### config.mk
export PLATFORM = sky130hd
export DESIGN_NAME = txpi_top
export DESIGN_NICKNAME = d
export VERILOG_FILES = /design/src/txpi_pkg.sv /design/src/txpi_miss_if.sv /design/src/txpi_miss_counter.sv /design/src/txpi_top.sv
export VERILOG_INCLUDE_DIRS = /design/src /design/src/src
export SDC_FILE = /design/constraint.sdc
export NUM_CORES = 1
export LEC_CHECK = 0
export BUFFER_PORTS_ARGS = -buffer_cell sky130_fd_sc_hd__clkbuf_2
export CORE_UTILIZATION = 25
export CTS_BUF_LIST = sky130_fd_sc_hd__clkbuf_16
export CTS_CLUSTER_SIZE = 40
export DETAILED_ROUTE_END_ITERATION = 10
export GPL_TIMING_DRIVEN = 1
export PLACE_DENSITY_LB_ADDON = 0.25
export SLEW_MARGIN = 30
export SYNTH_ARGS = -nofsm -noshare
export SYNTH_HDL_FRONTEND = slang
export SYNTH_SLANG_ARGS = --single-unit
### constraint.sdc
create_clock -name hclk -period 4.4 [get_ports hclk]
set_input_delay 0.44 -clock hclk [delete_from_list [all_inputs] [get_ports hclk]]
set_output_delay 0.44 -clock hclk [all_outputs]
set_load 0.05 [all_outputs]
### src/txpi_defs.svh
`ifndef TXPI_DEFS_SVH
`define TXPI_DEFS_SVH

// Register indices; byte address is four times the index
`define TXPI_IDX_KICK 8'h38
`define TXPI_IDX_MASK 8'h3c
`define TXPI_IDX_STATUS 8'h3e
`define TXPI_IDX_TXCFG 8'h40
`define TXPI_IDX_RXCFG 8'h44
`define TXPI_IDX_MISS 8'h4c
`define TXPI_IDX_TIMER 8'h5c

// Index field within haddr, and the bits above it that must be zero
`define TXPI_IDX_LSB 2
`define TXPI_IDX_MSB 9
`define TXPI_HIGH_LSB 10
`define TXPI_HIGH_ZERO 22'h000000

// Queue kick register fields
`define TXPI_KICK_HIGH 7
`define TXPI_KICK_NORMAL 6
`define TXPI_KICK_FORCED 0

// Event positions, shared by mask and status
`define TXPI_EV_FAULT 15
`define TXPI_EV_TIMEOUT 14
`define TXPI_EV_SOFT 8
`define TXPI_EV_TXDESC 7
`define TXPI_EV_OVERRUN 6
`define TXPI_EV_LINK 5
`define TXPI_EV_RXDESC 4
`define TXPI_EV_TXERR 3
`define TXPI_EV_TXOK 2
`define TXPI_EV_RXERR 1
`define TXPI_EV_RXOK 0
`define TXPI_EV_W 16
`define TXPI_EV_VALID 16'hc1ff
`define TXPI_EV_RST 16'h0000

// Own configuration fields
`define TXPI_RETRY_MSB 3
`define TXPI_RETRY_RST 4'h0
`define TXPI_ACC_RUNT 0
`define TXPI_ACC_CRC 1
`define TXPI_ACC_SHORT 2
`define TXPI_ACC_RST 3'h0
`define TXPI_TIMER_RST 32'h00000000

`endif

### src/txpi_pkg.sv
package txpi_pkg;

	typedef enum logic [3:0] {
		TXPI_IDLE = 4'b0001,
		TXPI_WRITE = 4'b0010,
		TXPI_READ_WAIT = 4'b0100,
		TXPI_READ_DONE = 4'b1000
	} txpi_bus_e;

endpackage

### src/txpi_miss_if.sv
`timescale 1ns/100ps

interface txpi_miss_if #(parameter int W = 32);
	logic drop;
	logic clear;
	logic [W-1:0] count;

	modport owner(output drop, output clear, input count);
	modport counter(input drop, input clear, output count);
endinterface

### src/txpi_miss_counter.sv
`timescale 1ns/100ps

module txpi_miss_counter #(
	parameter int W = 32
) (
	input wire logic hclk,
	input wire logic hresetn,
	txpi_miss_if.counter miss
);

	// Saturates rather than wrapping so a flood never reads as a small count
	always_ff @(posedge hclk or negedge hresetn) begin
		if (!hresetn) begin
			miss.count <= '0;
		end else if (miss.clear) begin
			miss.count <= '0;
		end else if (miss.drop && !(&miss.count)) begin
			miss.count <= miss.count + 1'b1;
		end
	end
endmodule

### src/txpi_top.sv
`timescale 1ns/100ps
`include "txpi_defs.svh"

// Function
// - Writing one to high queue kick marks it pending until engine drains it.
// - Writing one to normal queue kick marks it pending until engine drains it.
// - Writing one to forced soft irq sets soft irq status, raising interrupt if mask bit 8 is set.
// - Forced soft irq stays set until soft irq status clears, then clears.
// - Mask has one enable per event; bits 13 to 9 reserved as zero.
// - Host bus fault sets status bit 15.
// - Timer equal to a nonzero compare value sets status bit 14.
// - Tx descriptor empty sets status bit 7.
// - Rx fifo overrun sets status bit 6.
// - Any change of link state sets status bit 5.
// - Rx descriptor empty sets status bit 4.
// - Each packet dropped after overrun increments missed packet counter, up to its all-ones ceiling.
// - Collisions reaching the retry limit abort transmit and set status bit 3.
// - Each good transmit completion sets status bit 2.
// - CRC or alignment error sets status bit 1; accept bits qualify CRC.
// - Each good receive completion sets status bit 0.
// - Writing one to a status bit clears it; zero leaves it.
module txpi_top #(
	parameter int MISS_W = 32
) (
	input wire logic hclk,
	input wire logic hresetn,
	input wire logic hsel,
	input wire logic [31:0] haddr,
	input wire logic [1:0] htrans,
	input wire logic hwrite,
	input wire logic [2:0] hsize,
	input wire logic [31:0] hwdata,
	input wire logic hready,
	output logic [31:0] hrdata,
	output logic hreadyout,
	output logic hresp,
	output logic irq,
	input wire logic high_queue_drained,
	input wire logic normal_queue_drained,
	output logic high_queue_kick,
	output logic normal_queue_kick,
	input wire logic host_bus_fault,
	input wire logic [31:0] free_running_timer,
	input wire logic tx_desc_empty,
	input wire logic rx_fifo_overrun,
	input wire logic rx_packet_dropped,
	input wire logic link_up,
	input wire logic rx_desc_empty,
	input wire logic tx_packet_start,
	input wire logic tx_collision,
	output logic tx_abort_error,
	input wire logic tx_done_good,
	input wire logic rx_frame_done,
	input wire logic rx_crc_error,
	input wire logic rx_align_error,
	input wire logic rx_runt,
	input wire logic rx_short,
	input wire logic rx_done_good
);

	if (MISS_W < 1 || MISS_W > 32) begin : g_bad_width
		$error("MISS_W must lie between 1 and 32");
	end
	function automatic logic is_idx(input logic [7:0] idx, input logic [7:0] target);
		is_idx = (idx == target);
	endfunction
	txpi_pkg::txpi_bus_e state;
	txpi_pkg::txpi_bus_e next_state;
	logic addr_ok;
	logic take;
	logic [7:0] cur_idx;
	logic cur_hit;
	logic wr_en;
	logic [31:0] rd_value;
	logic forced_soft_irq;
	logic [`TXPI_EV_W-1:0] interrupt_enable_mask;
	logic [`TXPI_EV_W-1:0] interrupt_event_status;
	logic [`TXPI_RETRY_MSB:0] tx_retry_setting;
	logic [`TXPI_ACC_SHORT:0] receive_config;
	logic [31:0] timer_compare_value;
	logic kick_wr;
	logic mask_wr;
	logic status_wr;
	logic soft_kick;
	logic [`TXPI_EV_W-1:0] ev;
	logic [`TXPI_EV_W-1:0] clr;
	logic link_s1;
	logic link_s2;
	logic link_s3;
	logic link_state;
	logic link_state_changed;
	logic timer_hit;
	logic crc_counts;
	logic rx_bad_frame;
	logic [8:0] coll_count;
	logic [8:0] coll_limit;
	txpi_miss_if #(.W(MISS_W)) miss_bus();
	txpi_miss_counter #(.W(MISS_W)) u_miss (
		.hclk(hclk),
		.hresetn(hresetn),
		.miss(miss_bus.counter)
	);

	// Bus slave: writes take no wait state, reads take one so that a read
	// right behind a write to the same register sees the written value
	assign take = hsel && hready && htrans[1];
	assign addr_ok = (haddr[31:`TXPI_HIGH_LSB] == `TXPI_HIGH_ZERO);

	always_comb begin
		next_state = txpi_pkg::TXPI_IDLE;
		case (state)
			txpi_pkg::TXPI_READ_WAIT: begin
				next_state = txpi_pkg::TXPI_READ_DONE;
			end
			txpi_pkg::TXPI_IDLE, txpi_pkg::TXPI_WRITE, txpi_pkg::TXPI_READ_DONE: begin
				if (take && hwrite) begin
					next_state = txpi_pkg::TXPI_WRITE;
				end else if (take) begin
					next_state = txpi_pkg::TXPI_READ_WAIT;
				end
			end
			default: begin
				next_state = txpi_pkg::TXPI_IDLE;
			end
		endcase
	end

	always_ff @(posedge hclk or negedge hresetn) begin
		if (!hresetn) begin
			state <= txpi_pkg::TXPI_IDLE;
		end else begin
			state <= next_state;
		end
	end

	always_ff @(posedge hclk or negedge hresetn) begin
		if (!hresetn) begin
			cur_idx <= 8'h00;
			cur_hit <= 1'b0;
		end else if (take) begin
			cur_idx <= haddr[`TXPI_IDX_MSB:`TXPI_IDX_LSB];
			cur_hit <= addr_ok;
		end
	end
	assign hreadyout = (state != txpi_pkg::TXPI_READ_WAIT);
	assign hresp = 1'b0;
	assign wr_en = (state == txpi_pkg::TXPI_WRITE) && cur_hit;
	assign kick_wr = wr_en && is_idx(cur_idx, `TXPI_IDX_KICK);
	assign mask_wr = wr_en && is_idx(cur_idx, `TXPI_IDX_MASK);
	assign status_wr = wr_en && is_idx(cur_idx, `TXPI_IDX_STATUS);
	assign miss_bus.clear = wr_en && is_idx(cur_idx, `TXPI_IDX_MISS);
	assign miss_bus.drop = rx_packet_dropped;
	// Unmapped words read as zero and ignore writes
	always_comb begin
		rd_value = 32'h00000000;
		if (cur_hit) begin
			if (is_idx(cur_idx, `TXPI_IDX_KICK)) begin
				rd_value[`TXPI_KICK_HIGH] = high_queue_kick;
				rd_value[`TXPI_KICK_NORMAL] = normal_queue_kick;
				rd_value[`TXPI_KICK_FORCED] = forced_soft_irq;
			end else if (is_idx(cur_idx, `TXPI_IDX_MASK)) begin
				rd_value[`TXPI_EV_W-1:0] = interrupt_enable_mask;
			end else if (is_idx(cur_idx, `TXPI_IDX_STATUS)) begin
				rd_value[`TXPI_EV_W-1:0] = interrupt_event_status;
			end else if (is_idx(cur_idx, `TXPI_IDX_TXCFG)) begin
				rd_value[`TXPI_RETRY_MSB:0] = tx_retry_setting;
			end else if (is_idx(cur_idx, `TXPI_IDX_RXCFG)) begin
				rd_value[`TXPI_ACC_SHORT:0] = receive_config;
			end else if (is_idx(cur_idx, `TXPI_IDX_MISS)) begin
				rd_value[MISS_W-1:0] = miss_bus.count;
			end else if (is_idx(cur_idx, `TXPI_IDX_TIMER)) begin
				rd_value = timer_compare_value;
			end
		end
	end

	always_ff @(posedge hclk or negedge hresetn) begin
		if (!hresetn) begin
			hrdata <= 32'h00000000;
		end else if (state == txpi_pkg::TXPI_READ_WAIT) begin
			hrdata <= rd_value;
		end
	end

	// Queue kicks: a new kick in the drain cycle keeps the bit set
	always_ff @(posedge hclk or negedge hresetn) begin
		if (!hresetn) begin
			high_queue_kick <= 1'b0;
			normal_queue_kick <= 1'b0;
		end else begin
			high_queue_kick <= (kick_wr && hwdata[`TXPI_KICK_HIGH]) ||
				(high_queue_kick && !high_queue_drained);
			normal_queue_kick <= (kick_wr && hwdata[`TXPI_KICK_NORMAL]) ||
				(normal_queue_kick && !normal_queue_drained);
		end
	end

	assign soft_kick = kick_wr && hwdata[`TXPI_KICK_FORCED];
	always_ff @(posedge hclk or negedge hresetn) begin
		if (!hresetn) begin
			forced_soft_irq <= 1'b0;
		end else begin
			forced_soft_irq <= soft_kick ||
				(forced_soft_irq && interrupt_event_status[`TXPI_EV_SOFT]);
		end
	end

	always_ff @(posedge hclk or negedge hresetn) begin
		if (!hresetn) begin
			interrupt_enable_mask <= `TXPI_EV_RST;
		end else if (mask_wr) begin
			interrupt_enable_mask <= hwdata[`TXPI_EV_W-1:0] & `TXPI_EV_VALID;
		end
	end

	always_ff @(posedge hclk or negedge hresetn) begin
		if (!hresetn) begin
			tx_retry_setting <= `TXPI_RETRY_RST;
			receive_config <= `TXPI_ACC_RST;
			timer_compare_value <= `TXPI_TIMER_RST;
		end else if (wr_en) begin
			if (is_idx(cur_idx, `TXPI_IDX_TXCFG)) begin
				tx_retry_setting <= hwdata[`TXPI_RETRY_MSB:0];
			end
			if (is_idx(cur_idx, `TXPI_IDX_RXCFG)) begin
				receive_config <= hwdata[`TXPI_ACC_SHORT:0];
			end
			if (is_idx(cur_idx, `TXPI_IDX_TIMER)) begin
				timer_compare_value <= hwdata;
			end
		end
	end

	// Link pin is asynchronous; only a level on which two stages agree counts
	always_ff @(posedge hclk or negedge hresetn) begin
		if (!hresetn) begin
			link_s1 <= 1'b0;
			link_s2 <= 1'b0;
			link_s3 <= 1'b0;
			link_state <= 1'b0;
		end else begin
			link_s1 <= link_up;
			link_s2 <= link_s1;
			link_s3 <= link_s2;
			if (link_s2 == link_s3) begin
				link_state <= link_s3;
			end
		end
	end

	assign link_state_changed = (link_s2 == link_s3) && (link_s3 != link_state);
	// A compare value of zero leaves the timer event off
	assign timer_hit = (timer_compare_value != `TXPI_TIMER_RST) &&
		(free_running_timer == timer_compare_value);
	always_comb begin
		crc_counts = receive_config[`TXPI_ACC_CRC];
		if (rx_short) begin
			crc_counts = receive_config[`TXPI_ACC_SHORT];
		end else if (rx_runt) begin
			crc_counts = receive_config[`TXPI_ACC_RUNT];
		end
	end

	assign rx_bad_frame = rx_frame_done &&
		(rx_align_error || (rx_crc_error && crc_counts));
	// Retry limit is sixteen collisions times one more than the retry setting
	assign coll_limit = {1'b0, tx_retry_setting, 4'h0} + 9'h010;
	always_ff @(posedge hclk or negedge hresetn) begin
		if (!hresetn) begin
			coll_count <= 9'h000;
			tx_abort_error <= 1'b0;
		end else begin
			tx_abort_error <= 1'b0;
			if (tx_packet_start) begin
				coll_count <= 9'h000;
			end else if (tx_collision) begin
				if (coll_count + 9'h001 >= coll_limit) begin
					coll_count <= 9'h000;
					tx_abort_error <= 1'b1;
				end else begin
					coll_count <= coll_count + 9'h001;
				end
			end
		end
	end

	always_comb begin
		ev = `TXPI_EV_RST;
		ev[`TXPI_EV_FAULT] = host_bus_fault;
		ev[`TXPI_EV_TIMEOUT] = timer_hit;
		ev[`TXPI_EV_SOFT] = soft_kick;
		ev[`TXPI_EV_TXDESC] = tx_desc_empty;
		ev[`TXPI_EV_OVERRUN] = rx_fifo_overrun;
		ev[`TXPI_EV_LINK] = link_state_changed;
		ev[`TXPI_EV_RXDESC] = rx_desc_empty;
		ev[`TXPI_EV_TXERR] = tx_abort_error;
		ev[`TXPI_EV_TXOK] = tx_done_good;
		ev[`TXPI_EV_RXERR] = rx_bad_frame;
		ev[`TXPI_EV_RXOK] = rx_done_good;
	end

	assign clr = status_wr ? hwdata[`TXPI_EV_W-1:0] : `TXPI_EV_RST;
	// An event in the clearing cycle wins, so no event is lost
	for (genvar i = 0; i < `TXPI_EV_W; i++) begin : g_status
		always_ff @(posedge hclk or negedge hresetn) begin
			if (!hresetn) begin
				interrupt_event_status[i] <= 1'b0;
			end else begin
				interrupt_event_status[i] <= ev[i] ||
					(interrupt_event_status[i] && !clr[i]);
			end
		end
	end

	assign irq = |(interrupt_event_status & interrupt_enable_mask);
endmodule

==> impl_metrics.csv <==
group,metric,value,unit
placed_design,gp_congestion,0.779,
placed_design,place_ws,1.56,ns
power_and_ir_drop,p_leak,4.39,nW
cts,insertion_delay,0.44,ns
cts,cts_setup_buffers,0,
yosys,syn-num-nets,911,
worst_setup_path,cp_max_fo,22,
power_and_ir_drop,intPower,0.00254,W
sta,fmax,0.339,GHz
power_and_ir_drop,p_clk_share,40.7,%
sta,min_period_over_period,67.1,%
placed_design,dp.cells,1352,
cts,cts_sinks,160,
sta,max_slew_margin,40.3,%
cts,clockBufferDepth,2,
sta,timing.final.crit_period,2.95,ns
cts,cts-buffers-inserted,17,
placed_design,place_hpwl,18.3,mm
placed_design,place_area,0.00952,mm²
routing,vias,6650,
flow_run,max_cap_viol_count,0,
worst_setup_path,critical_path.endpoint,"interrupt_enable_mask[6]",
power_and_ir_drop,p_sw_share,28.9,%
worst_setup_path,reg2reg_depth,4,
floorplan,die_h,184,µm
global_routing,first_global_vias,6505,
power_and_ir_drop,seq_power_share,47.2,%
final_layout,fin_area,0.0101,mm²
final_layout,n_antenna_cell,0,
sta,setup_tns,0,ns
worst_setup_path,worstReg2RegEnd,"interrupt_enable_mask[6]",
routing,drtIter0Drc,350,
cts,cts.clk_slew.worst_paths,0.07,ns
sta,fin_ws,1.45,ns
cts,cts.hold.buffers_added,0,
worst_setup_path,worstPathRequired,4.72,ns
yosys,synth_edf_count,0,
global_routing,grt_max_degree,77,
routing,drtPass1Iterations,5,
power_and_ir_drop,max-vdd-ir-drop,0.000304,V
routing,viasPerCell,4.80,
yosys,ys_seq_area_share,48.5,%
floorplan,dieArea,0.0338,mm²
yosys,synth_cell_types,74,
worst_setup_path,crit_start,"cur_idx[2]",
worst_setup_path,reg2reg_from,"cur_idx[2]",
floorplan,die_w,184,µm
sta,setup_viol,0,
final_layout,area_delta_synth_final,22.0,%
worst_setup_path,worst-r2r-setup-slack,1.45,ns
power_and_ir_drop,p_sw,0.00104,W
yosys,syn_avg_cell_area,10.6,µm²
global_routing,grt-ovfl-total,0,
yosys,yosys_register_bits,160,
cts,cts_root_buffer,"clkbuf_16",
global_routing,grt_pass1_wl,38.0,mm
global_routing,grt_use_total,14.8,%
final_layout,fillers,3466,
placed_design,io_buffers,153,
floorplan,num_rows,66,
worst_setup_path,worstSetupPathType,"reg2reg",
routing,final_antenna_net_count,0,
floorplan,core,0.0325,mm²
worst_setup_path,end_kind,"flip-flop",
run_status,status,"finished clean",
min_path,hp-class,"in2async",
yosys,synth_warnings,0,
final_layout,fin_nets,1061,
yosys,synthCells,779,
yosys,ys.flop_type,"dfrtp_1",
final_layout,stdcell_count,1384,
cts,post_cts_resized,0,
cts,htreeDepth,4,
yosys,synth-async-reset-ratio,100,%
sta,rsz0062_at_grt,"false",
floorplan,initial_core_util,25.4,%
power_and_ir_drop,powerDensity,355,mW/mm²
sta,hold_viol,0,
routing,avgRoutedWirePerCell,17.8,µm
final_layout,drive_gt1_share,29.4,%
sta,skew,0.0114,ns
routing,wirelength,24.6,mm
floorplan,num_io_pins,161,
sta,slew_violations,0,
worst_setup_path,start_kind,"flip-flop",
routing,post-route-drc-count,0,
global_routing,antenna_found_initial,0,
yosys,syn_area,0.00827,mm²
cts,cts_tree,"done",
sta,tightest_slew,0.893,ns
worst_setup_path,worstPathArrival,3.27,ns
power_and_ir_drop,combPwrFrac,12.0,%
cell usage after synthesis, types with 3 or more instances:
library cell | n | area, µm²
o21ai_1 | 6 | 30.0
buf_1 | 3 | 11.3
nand2_1 | 93 | 349
and3_1 | 9 | 56.3
xor2_1 | 25 | 219
clkbuf_1 | 14 | 52.6
nor2b_1 | 4 | 25.0
or3_1 | 17 | 106
inv_1 | 9 | 33.8
a32oi_1 | 4 | 35.0
mux2i_1 | 34 | 340
and2_1 | 6 | 37.5
nand3_1 | 27 | 135
nor3_1 | 5 | 25.0
a21o_1 | 9 | 67.6
mux2_2 | 61 | 687
a22oi_1 | 3 | 22.5
a32o_1 | 5 | 50.1
ha_1 | 9 | 113
nor2_1 | 30 | 113
or4_1 | 14 | 105
o31ai_1 | 9 | 67.6
o21ai_0 | 46 | 230
nand4_1 | 20 | 125
a21boi_0 | 5 | 37.5
o211ai_1 | 8 | 60.1
dfrtp_1 | 159 | 3980
a221oi_1 | 6 | 52.6
a21oi_1 | 32 | 160
a211oi_1 | 3 | 22.5
nor4_4 | 3 | 63.8
xnor2_1 | 19 | 166
and4_1 | 3 | 26.3
buf_2 | 11 | 55.1
nor4_1 | 21 | 131
area by class of cell:
| class | count | area (µm²) | share of cell area [%] |
|---|---|---|---|
| clock buffer | 17 | 425 | 4.22 |
| clock inverter | 15 | 135 | 1.34 |
| inverter | 9 | 33.8 | 0.335 |
| multi-input combinational | 578 | 4080 | 40.5 |
| sequential | 160 | 4010 | 39.7 |
| tap | 442 | 553 | 5.49 |
| timing repair buffer | 163 | 847 | 8.40 |
flip-flops by register name, indices dropped and copies added, names as in the netlist, 3 cells and up:
| signal | cells |
|---|---|
| tx_retry_setting | 4 |
| interrupt_enable_mask | 11 |
| hrdata | 32 |
| cur_idx | 8 |
| coll_count | 9 |
| state | 4 |
| u_miss.miss.count | 32 |
| interrupt_event_status | 16 |
| timer_compare_value | 32 |
| receive_config | 3 |
power by group through the flow:
stage / Clock, W / Combinational [W] / Sequential (W)
3_5_place_dp: 0 / 0.000437 / 0.00172
2_1_floorplan: 0 / 0.000291 / 0.00166
6_report: 0.00146 / 0.000431 / 0.00169
5_1_grt: 0.00155 / 0.000484 / 0.00170
3_3_place_gp: 0 / 0.000432 / 0.00172
4_1_cts: 0.00149 / 0.000439 / 0.00169
metrics by stage:
step / utilization, % / total power [W] / hold WS (ns)
finish: 31.0 / 0.00358 / 0.0331
global route: 31.0 / 0.00374 / 0.0886
CTS: 31.0 / 0.00362 / 0.0638
detailed placement: 29.2 / 0.00215 / 0.346
global placement: 29.2 / 0.00215 / 0.333
floorplan: - / 0.00195 / 0.144
critical path, cell delays in order (launching register included):
cell	delay (ns)
dfrtp_1	0.82
nand3b_1	0.36
nor3_2	0.65
nand2_1	0.57
mux2_2	0.43
worst min-delay path by stage:
stage | start | to | slack, ns | depth (start not counted)
6_report | hresetn | timer_compare_value[26] | 0.03 | 1
5_1_grt | hresetn | hrdata[26] | 0.09 | 1
4_1_cts | hresetn | timer_compare_value[26] | 0.06 | 1
3_5_place_dp | link_s1 | link_s2 | 0.35 | 0
3_3_place_gp | link_s1 | link_s2 | 0.33 | 0
2_1_floorplan | hresetn | coll_count[0] | 0.14 | 0
routing by layer:
metal | track usage (%) | part of all wire, %
met5 | 0 | 0
met4 | 3.97 | 1.1
met3 | 2.61 | 4.9
met2 | 23.0 | 45
met1 | 20.9 | 49
cells in the final DEF, fill, tap and decap left out, types with 6 or more instances in the layout:
| cell type | instances |
|---|---|
| a21o_1 | 9 |
| a21oi_1 | 32 |
| a221oi_1 | 6 |
| and2_1 | 6 |
| and3_1 | 9 |
| buf_4 | 10 |
| clkbuf_16 | 17 |
| clkbuf_2 | 152 |
| dfrtp_1 | 158 |
| ha_1 | 9 |
| inv_1 | 9 |
| inv_6 | 6 |
| mux2_2 | 61 |
| mux2i_1 | 34 |
| nand2_1 | 93 |
| nand3_1 | 27 |
| nand4_1 | 20 |
| nor2_1 | 29 |
| nor4_1 | 21 |
| o211ai_1 | 8 |
| o21ai_0 | 46 |
| o21ai_1 | 6 |
| o31ai_1 | 9 |
| or3_1 | 17 |
| or4_1 | 14 |
| xnor2_1 | 19 |
| xor2_1 | 25 |
cell families after synthesis:
logic type	after synthesis	synth area share [%]
other cells	1	0.0454
xor+xnor	44	4.66
compound gates	156	12.3
simple gates	272	18.4
fa+ha+maj	10	1.48
mux	95	12.4
buf+inv	41	2.27
flops	160	48.5
Note: power is estimated with default switching activity, not from simulation.
